<file path="src/shared/pfpc_pkg.sv">
// package for the pin function and pad control block
package pfpc_pkg;

	// ==================================================
	// sizes
	localparam int PFPC_NPINS = 14;
	localparam int PFPC_AW    = 4;

	// ==================================================
	// register offsets
	localparam logic [3:0] PFPC_REG_SYSOPT    = 4'h0;
	localparam logic [3:0] PFPC_REG_FORCE_RST = 4'h1;
	localparam logic [3:0] PFPC_REG_STATUS    = 4'h2;
	localparam logic [3:0] PFPC_REG_PULL_EN   = 4'h4;
	localparam logic [3:0] PFPC_REG_DRIVE_HI  = 4'h5;
	localparam logic [3:0] PFPC_REG_SLEW_EN   = 4'h6;
	localparam logic [3:0] PFPC_REG_OUT_ONLY  = 4'h7;

	// ==================================================
	// field positions
	localparam int PFPC_BIT_RESET_PIN_EN = 0;
	localparam int PFPC_BIT_DEBUG_PIN_EN = 1;
	localparam int PFPC_BIT_FORCE_DBG    = 0;

	// ==================================================
	// pin indices and reset values
	localparam int PFPC_PIN_RESET_SHARED = 5;
	localparam int PFPC_PIN_DEBUG_SHARED = 4;
	localparam int PFPC_PIN_OUT_ONLY     = 13;
	localparam logic [13:0] PFPC_PULL_RST  = 14'h0000;
	localparam logic [13:0] PFPC_DRIVE_RST = 14'h0000;
	localparam logic [13:0] PFPC_SLEW_RST  = 14'h2000;
	localparam logic        PFPC_OUT_ONLY_EN_RST = 1'b0;

	// ==================================================
	// reset stretch (internal reset held this long)
	localparam int PFPC_RST_HOLD_NS  = 100;
	localparam int PFPC_CLK_NS       = 4;
	localparam int PFPC_RST_HOLD_CYC = (PFPC_RST_HOLD_NS + PFPC_CLK_NS - 1) / PFPC_CLK_NS;
	localparam int PFPC_BIT_CYC      = 16;

	typedef enum logic [1:0] {
		PFPC_RST_IDLE  = 2'b00,
		PFPC_RST_HOLD  = 2'b01,
		PFPC_RST_SAMPLE = 2'b10
	} pfpc_rst_state_t;

	// per-pin peripheral request bundle
	typedef struct packed {
		logic [13:0] port_oe;
		logic [13:0] periph_oe;
		logic [13:0] analog_en;
		logic [13:0] kbi_rising;
	} pfpc_pin_req_t;

	// per-pin pad controls
	typedef struct packed {
		logic [13:0] pull_on;
		logic [13:0] pull_down;
		logic [13:0] drive_hi;
		logic [13:0] slew_en;
	} pfpc_pad_ctl_t;

endpackage : pfpc_pkg

</file>
<file path="src/rtl/pfpc_sync2.sv">
// two flip-flop synchroniser for pin inputs
`timescale 1ns/1ps
module pfpc_sync2 #(
	parameter int W = 1
) (
	input  wire logic         ref_clk_i,
	input  wire logic         rst_b_i,
	input  wire logic [W-1:0] d_i,
	output logic      [W-1:0] q_o
);
	logic [W-1:0] meta;

	// first stage feeds only the second
	always_ff @(posedge ref_clk_i) begin
		if (!rst_b_i) begin
			meta <= '1;
			q_o  <= '1;
		end else begin
			meta <= d_i;
			q_o  <= meta;
		end
	end
endmodule // pfpc_sync2

</file>
<file path="src/rtl/pfpc_pull_gate.sv">
// per-pin pull device gating
`timescale 1ns/1ps
module pfpc_pull_gate
	import pfpc_pkg::*;
(
	input  wire logic                  pull_en_i,
	input  wire logic                  port_oe_i,
	input  wire logic                  periph_oe_i,
	input  wire logic                  analog_i,
	input  wire logic                  kbi_rise_i,
	input  wire logic                  forced_i,
	output logic                       pull_on_o,
	output logic                       pull_down_o
);
	// forced pullups for the shared reset and debug pins win
	always_comb begin
		pull_on_o   = forced_i | (pull_en_i & ~port_oe_i & ~periph_oe_i & ~analog_i);
		pull_down_o = ~forced_i & pull_on_o & kbi_rise_i;
	end
endmodule // pfpc_pull_gate

</file>
<file path="src/rtl/pfpc_top.sv">
// pin function and pad control: shared reset and debug pins, pad options
`timescale 1ns/1ps
module pfpc_top
	import pfpc_pkg::*;
(
	input  wire logic                  ref_clk_i,
	input  wire logic                  rst_b_i,
	input  wire logic                  por_b_i,
	// register port
	input  wire logic [PFPC_AW-1:0]    addr_i,
	input  wire logic [7:0]            wdata_i,
	input  wire logic                  wr_i,
	input  wire logic                  rd_i,
	output logic      [7:0]            rdata_o,
	// reset/irq/timer-clock shared pin
	input  wire logic                  reset_pin_i,
	input  wire logic                  irq_en_i,
	input  wire logic                  tclk_en_i,
	output logic                       reset_pin_is_reset_o,
	output logic                       port_a_bit_five_o,
	// debug/mode select pin (three signals)
	input  wire logic                  debug_mode_select_pin_i,
	output logic                       debug_mode_select_pin_o,
	output logic                       debug_mode_select_pin_oe_o,
	input  wire logic                  bdc_drive_i,
	input  wire logic                  bdc_drive_level_i,
	input  wire logic                  comparator_output_en_i,
	input  wire logic                  comparator_output_i,
	input  wire logic                  port_a_bit_four_oe_i,
	input  wire logic                  port_a_bit_four_data_i,
	output logic                       port_a_bit_four_o,
	output logic                       debug_rx_o,
	output logic                       debug_bit_tick_o,
	// per-pin requests from port and peripherals
	input  wire pfpc_pin_req_t         pin_req_i,
	output pfpc_pad_ctl_t              pad_ctl_o,
	// system reset and mode
	output logic                       sys_rst_b_o,
	output logic                       background_debug_state_o,
	output logic                       out_only_en_o
);

	// ==================================================
	// pin synchronisers
	logic [2:0] pins_s;
	pfpc_sync2 #(.W(3)) u_sync (
		.ref_clk_i (ref_clk_i),
		.rst_b_i   (rst_b_i),
		.d_i       ({por_b_i, reset_pin_i, debug_mode_select_pin_i}),
		.q_o       (pins_s)
	);
	logic por_b_s;
	logic reset_pin_s;
	logic mode_select_input;
	assign por_b_s           = pins_s[2];
	assign reset_pin_s       = pins_s[1];
	assign mode_select_input = pins_s[0];

	// ==================================================
	// control registers
	logic        reset_pin_enable;
	logic        debug_pin_enable;
	logic [13:0] pull_en;
	logic [13:0] drive_hi;
	logic [13:0] slew_en;
	logic        out_only_en;
	logic        force_debug_reset_bit;
	logic        por_seen;
	logic        ext_rst_req;
	pfpc_rst_state_t rst_state;
	logic [7:0]  hold_cnt;
	logic        hold_is_mode;

	logic wr_sysopt;
	logic wr_force;
	assign wr_sysopt = wr_i && addr_i == PFPC_REG_SYSOPT;
	assign wr_force  = wr_i && addr_i == PFPC_REG_FORCE_RST && wdata_i[PFPC_BIT_FORCE_DBG];

	// external reset request only when the pin is in reset function
	assign ext_rst_req = reset_pin_enable & ~reset_pin_s;

	// reset pin enable: only rst_b_i and power-on clear it, once set writes are ignored
	always_ff @(posedge ref_clk_i) begin
		if (!rst_b_i || !por_b_s) begin
			reset_pin_enable <= 1'b0;
		end else if (wr_sysopt && wdata_i[PFPC_BIT_RESET_PIN_EN]) begin
			reset_pin_enable <= 1'b1;
		end
	end

	// debug pin enable: set on any reset including internal ones
	always_ff @(posedge ref_clk_i) begin
		if (!rst_b_i || !sys_rst_b_o) begin
			debug_pin_enable <= 1'b1;
		end else if (wr_sysopt) begin
			debug_pin_enable <= wdata_i[PFPC_BIT_DEBUG_PIN_EN];
		end
	end

	// pad options, reset defaults on every reset
	always_ff @(posedge ref_clk_i) begin
		if (!rst_b_i || !sys_rst_b_o) begin
			pull_en     <= PFPC_PULL_RST;
			drive_hi    <= PFPC_DRIVE_RST;
			slew_en     <= PFPC_SLEW_RST;
			out_only_en <= PFPC_OUT_ONLY_EN_RST;
		end else if (wr_i) begin
			// per pin, independent of port data/direction
			case (addr_i)
				PFPC_REG_PULL_EN:  pull_en  <= {pull_en[13:8], wdata_i};
				PFPC_REG_DRIVE_HI: drive_hi <= {drive_hi[13:8], wdata_i};
				PFPC_REG_SLEW_EN:  slew_en  <= {slew_en[13:8], wdata_i};
				PFPC_REG_OUT_ONLY: begin
					// upper six pins share this register with the output-only enable
					pull_en[13:8]  <= {1'b0, wdata_i[4:0]};
					drive_hi[13:8] <= {wdata_i[6], drive_hi[12:8]};
					slew_en[13:8]  <= {wdata_i[5], slew_en[12:8]};
					out_only_en    <= wdata_i[7];
				end
				default: ;
			endcase
		end
	end

	// ==================================================
	// reset sequencer: stretches reset and samples mode select at release
	always_ff @(posedge ref_clk_i) begin
		if (!rst_b_i) begin
			rst_state                <= PFPC_RST_HOLD;
			hold_cnt                 <= 8'h00;
			hold_is_mode             <= 1'b1;
			sys_rst_b_o              <= 1'b0;
			background_debug_state_o <= 1'b0;
			force_debug_reset_bit    <= 1'b0;
			por_seen                 <= 1'b0;
		end else begin
			force_debug_reset_bit <= wr_force;
			case (rst_state)
				PFPC_RST_IDLE: begin
					sys_rst_b_o <= 1'b1;
					if (!por_b_s || force_debug_reset_bit) begin
						rst_state    <= PFPC_RST_HOLD;
						hold_is_mode <= 1'b1;
						hold_cnt     <= 8'h00;
						sys_rst_b_o  <= 1'b0;
					end else if (ext_rst_req) begin
						rst_state    <= PFPC_RST_HOLD;
						hold_is_mode <= 1'b0;
						hold_cnt     <= 8'h00;
						sys_rst_b_o  <= 1'b0;
					end
				end
				PFPC_RST_HOLD: begin
					sys_rst_b_o <= 1'b0;
					if (!por_b_s || ext_rst_req) begin
						hold_cnt <= 8'h00;
					end else if (hold_cnt == 8'(PFPC_RST_HOLD_CYC - 1)) begin
						rst_state <= PFPC_RST_SAMPLE;
					end else begin
						hold_cnt <= hold_cnt + 8'h01;
					end
				end
				PFPC_RST_SAMPLE: begin
					// rising edge of internal reset: low selects background unless the reset pin caused the reset
					sys_rst_b_o              <= 1'b1;
					background_debug_state_o <= hold_is_mode & ~mode_select_input;
					por_seen                 <= 1'b1;
					rst_state                <= PFPC_RST_IDLE;
				end
				default: rst_state <= PFPC_RST_IDLE;
			endcase
		end
	end

	// ==================================================
	// debug link bit tick: one pulse every sixteen cycles
	logic [3:0] bit_cnt;
	always_ff @(posedge ref_clk_i) begin
		if (!rst_b_i || !debug_pin_enable) begin
			bit_cnt          <= 4'h0;
			debug_bit_tick_o <= 1'b0;
		end else begin
			bit_cnt          <= bit_cnt + 4'h1;
			debug_bit_tick_o <= bit_cnt == 4'(PFPC_BIT_CYC - 1);
		end
	end

	// ==================================================
	// shared pin muxing by priority
	always_ff @(posedge ref_clk_i) begin
		if (!rst_b_i) begin
			debug_mode_select_pin_o    <= 1'b0;
			debug_mode_select_pin_oe_o <= 1'b0;
			port_a_bit_four_o          <= 1'b1;
			port_a_bit_five_o          <= 1'b1;
			debug_rx_o                 <= 1'b1;
			reset_pin_is_reset_o       <= 1'b0;
		end else begin
			reset_pin_is_reset_o <= reset_pin_enable;
			// port value only seen when no higher function owns the pin
			port_a_bit_five_o <= (reset_pin_enable | irq_en_i | tclk_en_i) ? 1'b1 : reset_pin_s;
			debug_rx_o        <= debug_pin_enable ? mode_select_input : 1'b1;
			port_a_bit_four_o <= debug_pin_enable ? 1'b1 : mode_select_input;
			if (!sys_rst_b_o) begin
				// pin only listened to while reset runs
				debug_mode_select_pin_oe_o <= 1'b0;
				debug_mode_select_pin_o    <= 1'b0;
			end else if (debug_pin_enable) begin
				// open drain low, plus short driven-high speedup pulses
				debug_mode_select_pin_oe_o <= bdc_drive_i;
				debug_mode_select_pin_o    <= bdc_drive_level_i;
			end else if (comparator_output_en_i) begin
				debug_mode_select_pin_oe_o <= 1'b1;
				debug_mode_select_pin_o    <= comparator_output_i;
			end else begin
				debug_mode_select_pin_oe_o <= port_a_bit_four_oe_i;
				debug_mode_select_pin_o    <= port_a_bit_four_data_i;
			end
		end
	end

	// ==================================================
	// per-pin pull gating; shared pins forced on by their enables
	logic [13:0] forced;
	logic [13:0] pull_on_n;
	logic [13:0] pull_dn_n;
	always_comb begin
		forced = 14'h0000;
		forced[PFPC_PIN_RESET_SHARED] = reset_pin_enable;
		forced[PFPC_PIN_DEBUG_SHARED] = debug_pin_enable;
	end

	genvar gi;
	generate
		for (gi = 0; gi < PFPC_NPINS; gi++) begin : g_pull
			pfpc_pull_gate u_pg (
				.pull_en_i   (pull_en[gi]),
				.port_oe_i   (pin_req_i.port_oe[gi]),
				.periph_oe_i (pin_req_i.periph_oe[gi]),
				.analog_i    (pin_req_i.analog_en[gi]),
				.kbi_rise_i  (pin_req_i.kbi_rising[gi]),
				.forced_i    (forced[gi]),
				.pull_on_o   (pull_on_n[gi]),
				.pull_down_o (pull_dn_n[gi])
			);
		end
	endgenerate

	// registered pad controls
	always_ff @(posedge ref_clk_i) begin
		if (!rst_b_i) begin
			pad_ctl_o     <= '0;
			out_only_en_o <= 1'b0;
		end else begin
			pad_ctl_o.pull_on   <= pull_on_n;
			pad_ctl_o.pull_down <= pull_dn_n;
			pad_ctl_o.drive_hi  <= drive_hi;
			pad_ctl_o.slew_en   <= slew_en;
			out_only_en_o       <= out_only_en;
		end
	end

	// ==================================================
	// register read, data one cycle after the strobe
	always_ff @(posedge ref_clk_i) begin
		if (!rst_b_i) begin
			rdata_o <= 8'h00;
		end else if (rd_i) begin
			case (addr_i)
				PFPC_REG_SYSOPT:   rdata_o <= {6'h00, debug_pin_enable, reset_pin_enable};
				PFPC_REG_FORCE_RST: rdata_o <= 8'h00;
				PFPC_REG_STATUS:   rdata_o <= {5'h00, por_seen, background_debug_state_o, sys_rst_b_o};
				PFPC_REG_PULL_EN:  rdata_o <= pull_en[7:0];
				PFPC_REG_DRIVE_HI: rdata_o <= drive_hi[7:0];
				PFPC_REG_SLEW_EN:  rdata_o <= slew_en[7:0];
				PFPC_REG_OUT_ONLY: rdata_o <= {out_only_en, drive_hi[13], slew_en[13], pull_en[12:8]};
				default:           rdata_o <= 8'h00;
			endcase
		end else begin
			rdata_o <= 8'h00;
		end
	end

endmodule // pfpc_top

</file>
<file path="config.mk">
export PLATFORM = sky130hd
export DESIGN_NAME = pfpc_top
export DESIGN_NICKNAME = d
export VERILOG_FILES = /design/src/shared/pfpc_pkg.sv /design/src/rtl/pfpc_sync2.sv /design/src/rtl/pfpc_pull_gate.sv /design/src/rtl/pfpc_top.sv
export SDC_FILE = /design/constraint.sdc
export NUM_CORES = 1
export LEC_CHECK = 0
export BUFFER_PORTS_ARGS = -buffer_cell sky130_fd_sc_hd__buf_2
export CORE_ASPECT_RATIO = 1.1
export CORE_MARGIN = 4
export CORE_UTILIZATION = 30
export DETAILED_ROUTE_END_ITERATION = 6
export MAX_ROUTING_LAYER = met4
export PLACE_DENSITY = 0.64
export SYNTH_ARGS = -nofsm -noshare
export SYNTH_HDL_FRONTEND = slang
export SYNTH_SLANG_ARGS = --single-unit
</file>
<file path="constraint.sdc">
create_clock -name ref_clk_i -period 2.8 [get_ports ref_clk_i]
set_input_delay 0.56 -clock ref_clk_i [delete_from_list [all_inputs] [get_ports ref_clk_i]]
set_output_delay 0.56 -clock ref_clk_i [all_outputs]
set_load 0.02 [all_outputs]
</file>
# After elaboration in Yosys (flattened, before gate mapping)
# Cells that the tools add are included.
classes:
  addsub: 2
  n_eq_ne: 14
  muxes: 20
  n_bitwise: 104
  reduce_logical: 30
ops:
  columns: ["operator", "n"]
  rows:
  - ["bitwise AND 1 bit", 56]
  - ["case mux 8 bit (6 select lines)", 1]
  - ["NOT 1 bit", 44]
  - ["two-way mux 8 bit", 4]
  - ["equality test 4 x 3 -> 1 bit (second input constant)", 4]
  - ["case mux 8 bit (2 select lines)", 1]
  - ["AND reduction 2 bit", 8]
  - ["adder 8 x 1 -> 8 bit (second input constant)", 1]
  - ["equality test 8 x 5 -> 1 bit (second input constant)", 1]
  - ["two-way mux 1 bit", 8]
  - ["two-way mux 2 bit", 4]
  - ["inequality test 3 bit (second input constant)", 2]
  - ["AND reduction 3 bit", 2]
  - ["logical OR 1 bit", 5]
  - ["adder 4 x 1 -> 4 bit (second input constant)", 1]
  - ["equality test 4 x 1 -> 1 bit (second input constant)", 1]
  - ["equality test 4 x 2 -> 1 bit (second input constant)", 1]
  - ["equality test 4 bit (second input constant)", 1]
  - ["logical AND 1 bit", 4]
  - ["zero test 1 bit", 4]
  - ["zero test 4 bit", 1]
  - ["inequality test 2 bit (second input constant)", 2]
  - ["bitwise OR 1 bit", 4]
  - ["case mux 2 bit (2 select lines)", 1]
  - ["7 further kinds", 9]
word_totals:
  register_bits: 119
  out_inout_bits: 74
  word_cells: 202

# Depth between registers and ports, before layout
# Gate-level depths: netlist of run 1.
depth:
  ltp_word: 7
  depth_mapped: 7
  ltp_nobuf: 6

# By module
# A second synthesis of run 1 with hierarchy kept.
unflattened:
  hier_cells: 498
  hier_area_um2: 4885.9
by_module_without_submodules:
  columns: ["mod", "instances", "cells_per_inst", "area_each_um2"]
  rows:
  - ["pfpc_top", 1, 444, 4307.9]
  - ["pfpc_pull_gate", 14, 3, 30.0]
  - ["pfpc_sync2", 1, 12, 157.7]

# Worst setup path before layout of run 1
# OpenSTA, ideal clock, no wires.
synth_path:
  kind: "reg-to-reg"
  start: "register rst_state[0]"
  end: "register hold_cnt[2]"
  arrival_ps: 1569
  required_ps: 2662
  setup_slack_ps: 1092
  stages_incl_launch_ff: 7
  n_path_buf: 0
  path_cell_list: "dfxtp_1 -> inv_1 -> ha_1 -> nor2b_1 -> a31o_2 -> a22oi_1 -> a31oi_1"
synth_via:
  elab_chain_len: 3
  word_cells_on_any_way: 7
  cone_classes: "3 x eq/ne; 1 x mux; 3 x reduce/logical"
synth_lines:
  columns: ["element", "line", "rtl"]
  rows:
  - ["start: declaration", "pfpc_top.sv:70", "pfpc_rst_state_t rst_state;"]
  - ["start signal: assignment", "pfpc_top.sv:129", "rst_state <= PFPC_RST_HOLD;"]
  - ["start signal: assignment", "pfpc_top.sv:142", "rst_state <= PFPC_RST_HOLD;"]
  - ["start signal: assignment", "pfpc_top.sv:147", "rst_state <= PFPC_RST_HOLD;"]
  - ["equality test 2 x 1 -> 1 bit or zero test 2 bit (tied branches)", "pfpc_top.sv:138", "case (rst_state)"]
  - ["inequality test 3 bit (no line) or nonzero test 2 bit (tied branches)", null, null]
  - ["AND reduction 3 bit (no line)", null, null]
  - ["end signal: assignment", "pfpc_top.sv:160", "hold_cnt <= hold_cnt + 8'h01;"]
  - ["end: declaration", "pfpc_top.sv:71", "logic [7:0] hold_cnt;"]
# Several ways; a longest one is shown, not always the timed one.
# A chain may end at the register's enable or synchronous reset.

# Worst setup path in the final report of run 1
layout_path:
  start: "register rst_state[0]"
  end: "register hold_cnt[5]"
# Same word-level chain as after synthesis.

==> results of run 1 <==
==> sequential cells by signal (all words and copies together), names as in the netlist, 2 cells and up <==
| signal | flops |
|---|---|
| u_sync.meta | 3 |
| u_sync.q_o | 3 |
| rdata_o | 8 |
| hold_cnt | 8 |
| slew_en | 9 |
| bit_cnt | 4 |
| drive_hi | 9 |
| pull_en | 13 |
| pad_ctl_o | 44 |
| rst_state | 2 |
==> routing by layer <==
| metal | vias to the layer above | global-route usage, % |
|---|---|---|
| met4 | 0 | 5.96 |
| met1 | 1763 | 15.5 |
| met5 | - | - |
| li1 | 1896 | - |
| met2 | 131 | 24.1 |
| met3 | 16 | 5.27 |
==> where the power goes <==
part           total (mW)  internal, mW  leakage, nW  switching [mW]
Clock                2.06          1.34        0.283           0.720
Combinational       0.261         0.107         1.37           0.154
Sequential           1.76          1.73        0.962          0.0358
==> cells by family (layout without fill, tap and decap cells) <==
| group | Yosys count | after routing | synth area share (%) |
|---|---|---|---|
| xor gates and xnor gates | 2 | 2 | 0.387 |
| other | 1 | 15 | 0.0828 |
| adders and majority gates | 8 | 8 | 2.21 |
| buffers and inverters | 43 | 184 | 5.14 |
| and+or+nand+nor | 198 | 198 | 24.0 |
| DFF | 119 | 119 | 52.6 |
| muxes | 23 | 23 | 5.22 |
| AOI/OAI and AO/OA | 72 | 72 | 10.4 |
==> final cells by class <==
| class | count | area, um2 |
|---|---|---|
| diodes | 3 | 7.51 |
| clock inverters | 10 | 103 |
| flip-flops and latches | 119 | 2380 |
| well taps | 192 | 240 |
| fillers | 1470 | 8700 |
| clock buffers | 22 | 464 |
| inverters | 6 | 22.5 |
| repair buffers | 146 | 746 |
| multi-input cells | 315 | 1960 |
==> cell usage in the layout (no fill, tap or decap), types with 8 or more instances in the layout <==
| cell | n |
|---|---|
| conb_1 | 12 |
| buf_2 | 140 |
| nor4_1 | 12 |
| nand3_1 | 22 |
| nand2b_1 | 12 |
| ha_1 | 8 |
| and2_1 | 32 |
| a21oi_1 | 30 |
| nor2_1 | 36 |
| clkbuf_16 | 17 |
| dfxtp_1 | 119 |
| mux2i_1 | 18 |
| nand2_1 | 42 |
| nand3b_1 | 9 |
==> through the flow <==
step	instance area (um2)	util, %	power (mW)
floorplan	4570	-	1.96
global placement	5350	36.6	2.05
detailed placement	5350	36.6	2.06
CTS	5910	40.4	4.15
global route	5920	40.5	4.26
finish	5920	40.5	4.09
==> path summary, 6_finish.rpt <==
kind / startpoint / to / slack [ps]
min reg2reg: u_sync.meta[0] / u_sync.q_o[0] / 410
max reg2reg: rst_state[0] / hold_cnt[5] / 700
min: pin_req_i[52] / pad_ctl_o[52] / 320
max: rst_state[0] / hold_cnt[5] / 700
==> run metrics, run 1 <==
CTS Hold Bufs=0; Clock Sinks=119; delay-heaviest family, CP=compound AO/OA/AOI/OAI gates; max cap viols=0; #FFs+latches synth=119; CP startpoint kind=flop; power per cell area=690 mW/mm2; detailed router's first-iteration violation count=211; setup TNS=0 ps; DR vias/cell=4.68; total CTS buffers=17; Die Height=137 um; Crit-path slowest cell=a22oi_1; hold_ws=319 ps; Synth top area share=52.6%; most frequent cell after synthesis=dfxtp_1; Total Wirelength=12,000 um; WP depth=6; worst skew pair latency=400 ps; number of detailed-route iterations in the first pass=5; layout cell share with drive strength beyond 1=30.6%; post-synth cell types=50; CP max FO=6; gr ovfl total=0; Lkg Pwr=2.62 nW; Post-Syn Instances=466; Hold Path Class=primary input to flop; ordered list of cells on the worst path=inv_1 -> ha_1 -> nor2b_1 -> a31o_2 -> a22oi_1 -> a31oi_1; GR Util All Layers=14.4%; worst slew pin tran=630 ps; final setup margin=701 ps; Synth area leaders=dfxtp_1, and2_1, mux2i_1, nand2_1, a21oi_1; status=finished clean; routed len/inst=14.7 um; Final setup viols=0; Critical Path RT=3060 ps; DIE AREA=0.0171 mm2; met2 wire len=6140 um; top post-synthesis cells by count=dfxtp_1, nand2_1, nor2_1, and2_1, a21oi_1; Ports=157; Hold Fails Final Rpt=0; deepest clock path buffer count=2; TritonCTS clock tree=built; Post-DP HPWL=8660 um; Synth Cell Area=0.00453 mm2; dpl ws=721 ps; core area=0.0146 mm2; H-tree Lvls=4; clk root buf=clkbuf_16; DRC viols=0; fin nets=696; placed cells=778; Post-synth ARST share=0%; Die X=125 um; Setup CP Type=flop to flop; minimum clock period=2100 ps; Setup Buffers After CTS=0; CTS resizes=0; max-slew violation count=0; max incr delay on CP=530 ps; hold path cells=2; clock-pin slew on the worst setup and hold paths=50 ps; initial antenna violation count=3; warnings from Yosys=0; relative slew slack=58.0%; RSZ-0062 raised after global routing=no; maximum vdd ir drop=396 uV; M1 wire length=4750 um; port buffer count=140; Final GP Congestion=0.778; # rows=46; Max Clk Rate=477 MHz; Met3 Routed Length=872 um; Initial Util=31.0%; Worst Path Arrival=2360 ps; largest net degree at the start of global routing=45; clock skew=5.05 ps; first-pass GRT wire length=18,800 um; area leader, netlist=dfxtp_1; uppermost layer routed=met4; R2R depth=6; routed vias=3,806; Mean Syn Cell Area=9.72 um2; fin cells=813; vias in the first global route=3,772; crit path capture type=flop; register area share after synthesis=52.6%; post-route ant nets=0; top_reg_cell synth=dfxtp_1; Layout area overhead=30.7%; EDFF count, synth=0; Bufs and invs on worst path=1; Final period util=74.9%
(Power assumes the default switching activity.)
==> inputs of run 2 (changes only) <==
- ABC_AREA: unset -> 1
- PLACE_DENSITY: 0.64 -> 0.65
- clock period: 2.8 -> 1.8 ns (I/O delays scaled with it)
==> run 2 against run 1 <==
Against the previous run:
- core utilization decreased by 0.42 points
- synthesized cell count increased by 25%
- clock power increased by 55%
==> run metrics, run 2 <==
minimum clock period=1540 ps (was 2100 ps); number of detailed-route iterations in the first pass=5 (unchanged); total CTS buffers=17 (unchanged); hold_ws=124 ps (was 319 ps); area leader, netlist=dfxtp_1 (unchanged); detailed router's first-iteration violation count=205 (was 211); max-slew violation count=0 (unchanged); post-route ant nets=0 (unchanged); Ports=157 (unchanged); Die Height=139 um (was 137 um); Hold Fails Final Rpt=0 (unchanged); ordered list of cells on the worst path=inv_1 -> ha_1 -> inv_1 -> nor2_1 -> nand3_1 -> nand3_1 -> nand2_1 -> nor2_1 (was inv_1 -> ha_1 -> nor2b_1 -> a31o_2 -> a22oi_1 -> a31oi_1); layout cell share with drive strength beyond 1=27.9% (was 30.6%); EDFF count, synth=0 (unchanged); DIE AREA=0.0177 mm2 (was 0.0171 mm2); number of diodes=0 (was 3); GR Util All Layers=14.6% (was 14.4%); maximum vdd ir drop=587 uV (was 396 uV); power per cell area=1140 mW/mm2 (was 690 mW/mm2); status=finished clean (unchanged); fill cell count=1,598 (was 1,470); top post-synthesis cells by count=dfxtp_1, inv_1, nand2_1, nor2_1, a21oi_1 (was dfxtp_1, nand2_1, nor2_1, and2_1, a21oi_1); largest net degree at the start of global routing=30 (was 45); port buffer count=140 (unchanged); startpoint of the worst hold path=tclk_en_i (was pin_req_i[52]); Synth area leaders=dfxtp_1, inv_1, nand2_1, a21oi_1, nor2_1 (was dfxtp_1, and2_1, mux2i_1, nand2_1, a21oi_1); clock-pin slew on the worst setup and hold paths=50 ps (about the same); commonest cells after routing, fill and taps aside=buf_2, dfxtp_1, inv_1, nand2_1, nor2_1 (was buf_2, dfxtp_1, nand2_1, nor2_1, and2_1); Synth Cell Area=0.00469 mm2 (was 0.00453 mm2); CP startpoint kind=flop (unchanged); most frequent cell after synthesis=dfxtp_1 (unchanged); routed len/inst=13.2 um (was 14.7 um); Post-Syn Instances=584 (was 466); Lkg Pwr=2.90 nW (was 2.62 nW); total power=6.95 mW (was 4.09 mW); routed vias=4,107 (was 3,806); max incr delay on CP=320 ps (was 530 ps); crit path capture type=flop (unchanged); first-pass GRT wire length=19,600 um (was 18,800 um); Reg2Reg Setup Slack=260 ps (was 700 ps); Crit-path slowest cell=dfxtp_1 (was a22oi_1); RSZ-0062 raised after global routing=no (unchanged); Critical Path RT=2150 ps (was 3060 ps); Clock Sinks=119 (unchanged); DR vias/cell=4.37 (was 4.68); clk root buf=clkbuf_16 (unchanged); core area=0.0152 mm2 (was 0.0146 mm2); Layout area overhead=29.6% (was 30.7%); Post-DP HPWL=9390 um (was 8660 um); #FFs+latches synth=119 (unchanged); deepest clock path buffer count=2 (unchanged); register area share after synthesis=50.8% (was 52.6%); Bufs and invs on worst path=2 (was 1); Final period util=85.4% (was 74.9%); gr ovfl total=0 (unchanged); Setup CP Type=flop to flop (unchanged); Final setup viols=0 (unchanged); TritonCTS clock tree=built (unchanged); CP max FO=6 (unchanged); commonest non-fill, non-tap cell in the layout=buf_2 (unchanged); H-tree Lvls=4 (unchanged); Post-synth ARST share=0% (unchanged); fin nets=821 (was 696); DRC viols=0 (unchanged); worst r2r src=rst_state[1] (was rst_state[0]); post-synth cell types=34 (was 50); CTS Hold Bufs=0 (unchanged); Initial Util=30.9% (was 31.0%); max reg flops=44 (unchanged); Mean Syn Cell Area=8.04 um2 (was 9.72 um2); Total Wirelength=12,400 um (was 12,000 um); delay-heaviest family, CP=simple AND/OR/NAND/NOR gates (was compound AO/OA/AOI/OAI gates); Worst Path Arrival=1890 ps (was 2360 ps); Biggest register=pad_ctl_o (unchanged); Die X=127 um (was 125 um); worst skew pair latency=410 ps (was 400 ps); Hold Path Class=primary input to flop (unchanged); Final GP Congestion=0.820 (was 0.778); setup TNS=0 ps (unchanged); Synth top area share=50.8% (was 52.6%); warnings from Yosys=0 (unchanged); # rows=47 (was 46); largest registers=pad_ctl_o: 44 flops, pull_en: 13 flops (unchanged); Worst setup startpoint=rst_state[1] (was rst_state[0]); top_reg_cell synth=dfxtp_1 (unchanged); clock skew=8.90 ps (was 5.05 ps); max cap viols=0 (unchanged); vias in the first global route=3,868 (was 3,772); initial antenna violation count=0 (was 3); Max Clk Rate=650 MHz (was 477 MHz)
-- run 2: cell types whose count changed in the layout (fill, tap and decap cells not counted), moves of 14 or more --
cell,delta
nand2_1,+50
mux2i_1,-18
and2_1,-32
o21ai_0,+28
inv_1,+89
nor2_1,+14
a21oi_1,+19
-- run 2: metrics by stage --
stage | instance area [um2] | util (%) | cells | setup WS [ps]
finish | 6080 | 40.1 | 939 | 262
global route | 6080 | 40.1 | 939 | 93.7
CTS | 6080 | 40.0 | 939 | 124
detailed placement | 5510 | 36.3 | 907 | 141
global placement | 5510 | 36.3 | 907 | 146
floorplan | 4730 | - | 595 | 362
-- run 2: area by class of cell --
| type | instances | area (um2) | area share (%) |
|---|---|---|---|
| clock inverters | 15 | 140 | 2.30 |
| clock buffers | 17 | 425 | 7.00 |
| well taps | 196 | 245 | 4.03 |
| inverters | 101 | 384 | 6.32 |
| flip-flops and latches | 119 | 2380 | 39.2 |
| multi-input cells | 346 | 1770 | 29.0 |
| repair buffers | 145 | 738 | 12.1 |
-- run 2: kinds of logic (layout without fill, tap and decap cells) --
family | after synthesis | after routing | synth area share [%]
other | 1 | 12 | 0.0799
adders and majority gates | 8 | 8 | 2.13
DFF | 119 | 119 | 50.8
AOI/OAI and AO/OA | 104 | 104 | 12.1
and+or+nand+nor | 220 | 220 | 22.0
xor gates and xnor gates | 2 | 2 | 0.373
buffers and inverters | 130 | 278 | 12.6
-- run 2: worst register-to-register path, cell delays in order, from the launching register on --
cell and delay, ps:
dfxtp_1 320, inv_1 120, ha_1 240, inv_1 130
nor2_1 320, nand3_1 130, nand3_1 100, nand2_1 50
nor2_1 70
-- run 2: timing repair --
action	4_1_cts	5_1_grt
setup endpoints to repair	0	1
buffers inserted	0	0
resized for setup	0	1
-- run 2: final timing paths --
check                 endpoint  depth (start not counted)
max                hold_cnt[6]                          8
min          port_a_bit_five_o                          3
max reg2reg        hold_cnt[6]                          8
min reg2reg      u_sync.q_o[1]                          1
-- run 2: metal layers --
metal  global-route usage, %  wire length, um
met5                       -                0
met3                    4.43              775
met1                    17.5             5350
met4                    6.38              233
met2                    22.6             6070
-- run 2: report_power, final --
| group | leakage, nW | total, mW | internal, mW | switching (mW) |
|---|---|---|---|---|
| sequential | 0.963 | 2.83 | 2.74 | 0.0853 |
| clock | 0.273 | 3.20 | 1.92 | 1.28 |
| combinational | 1.66 | 0.925 | 0.327 | 0.597 |
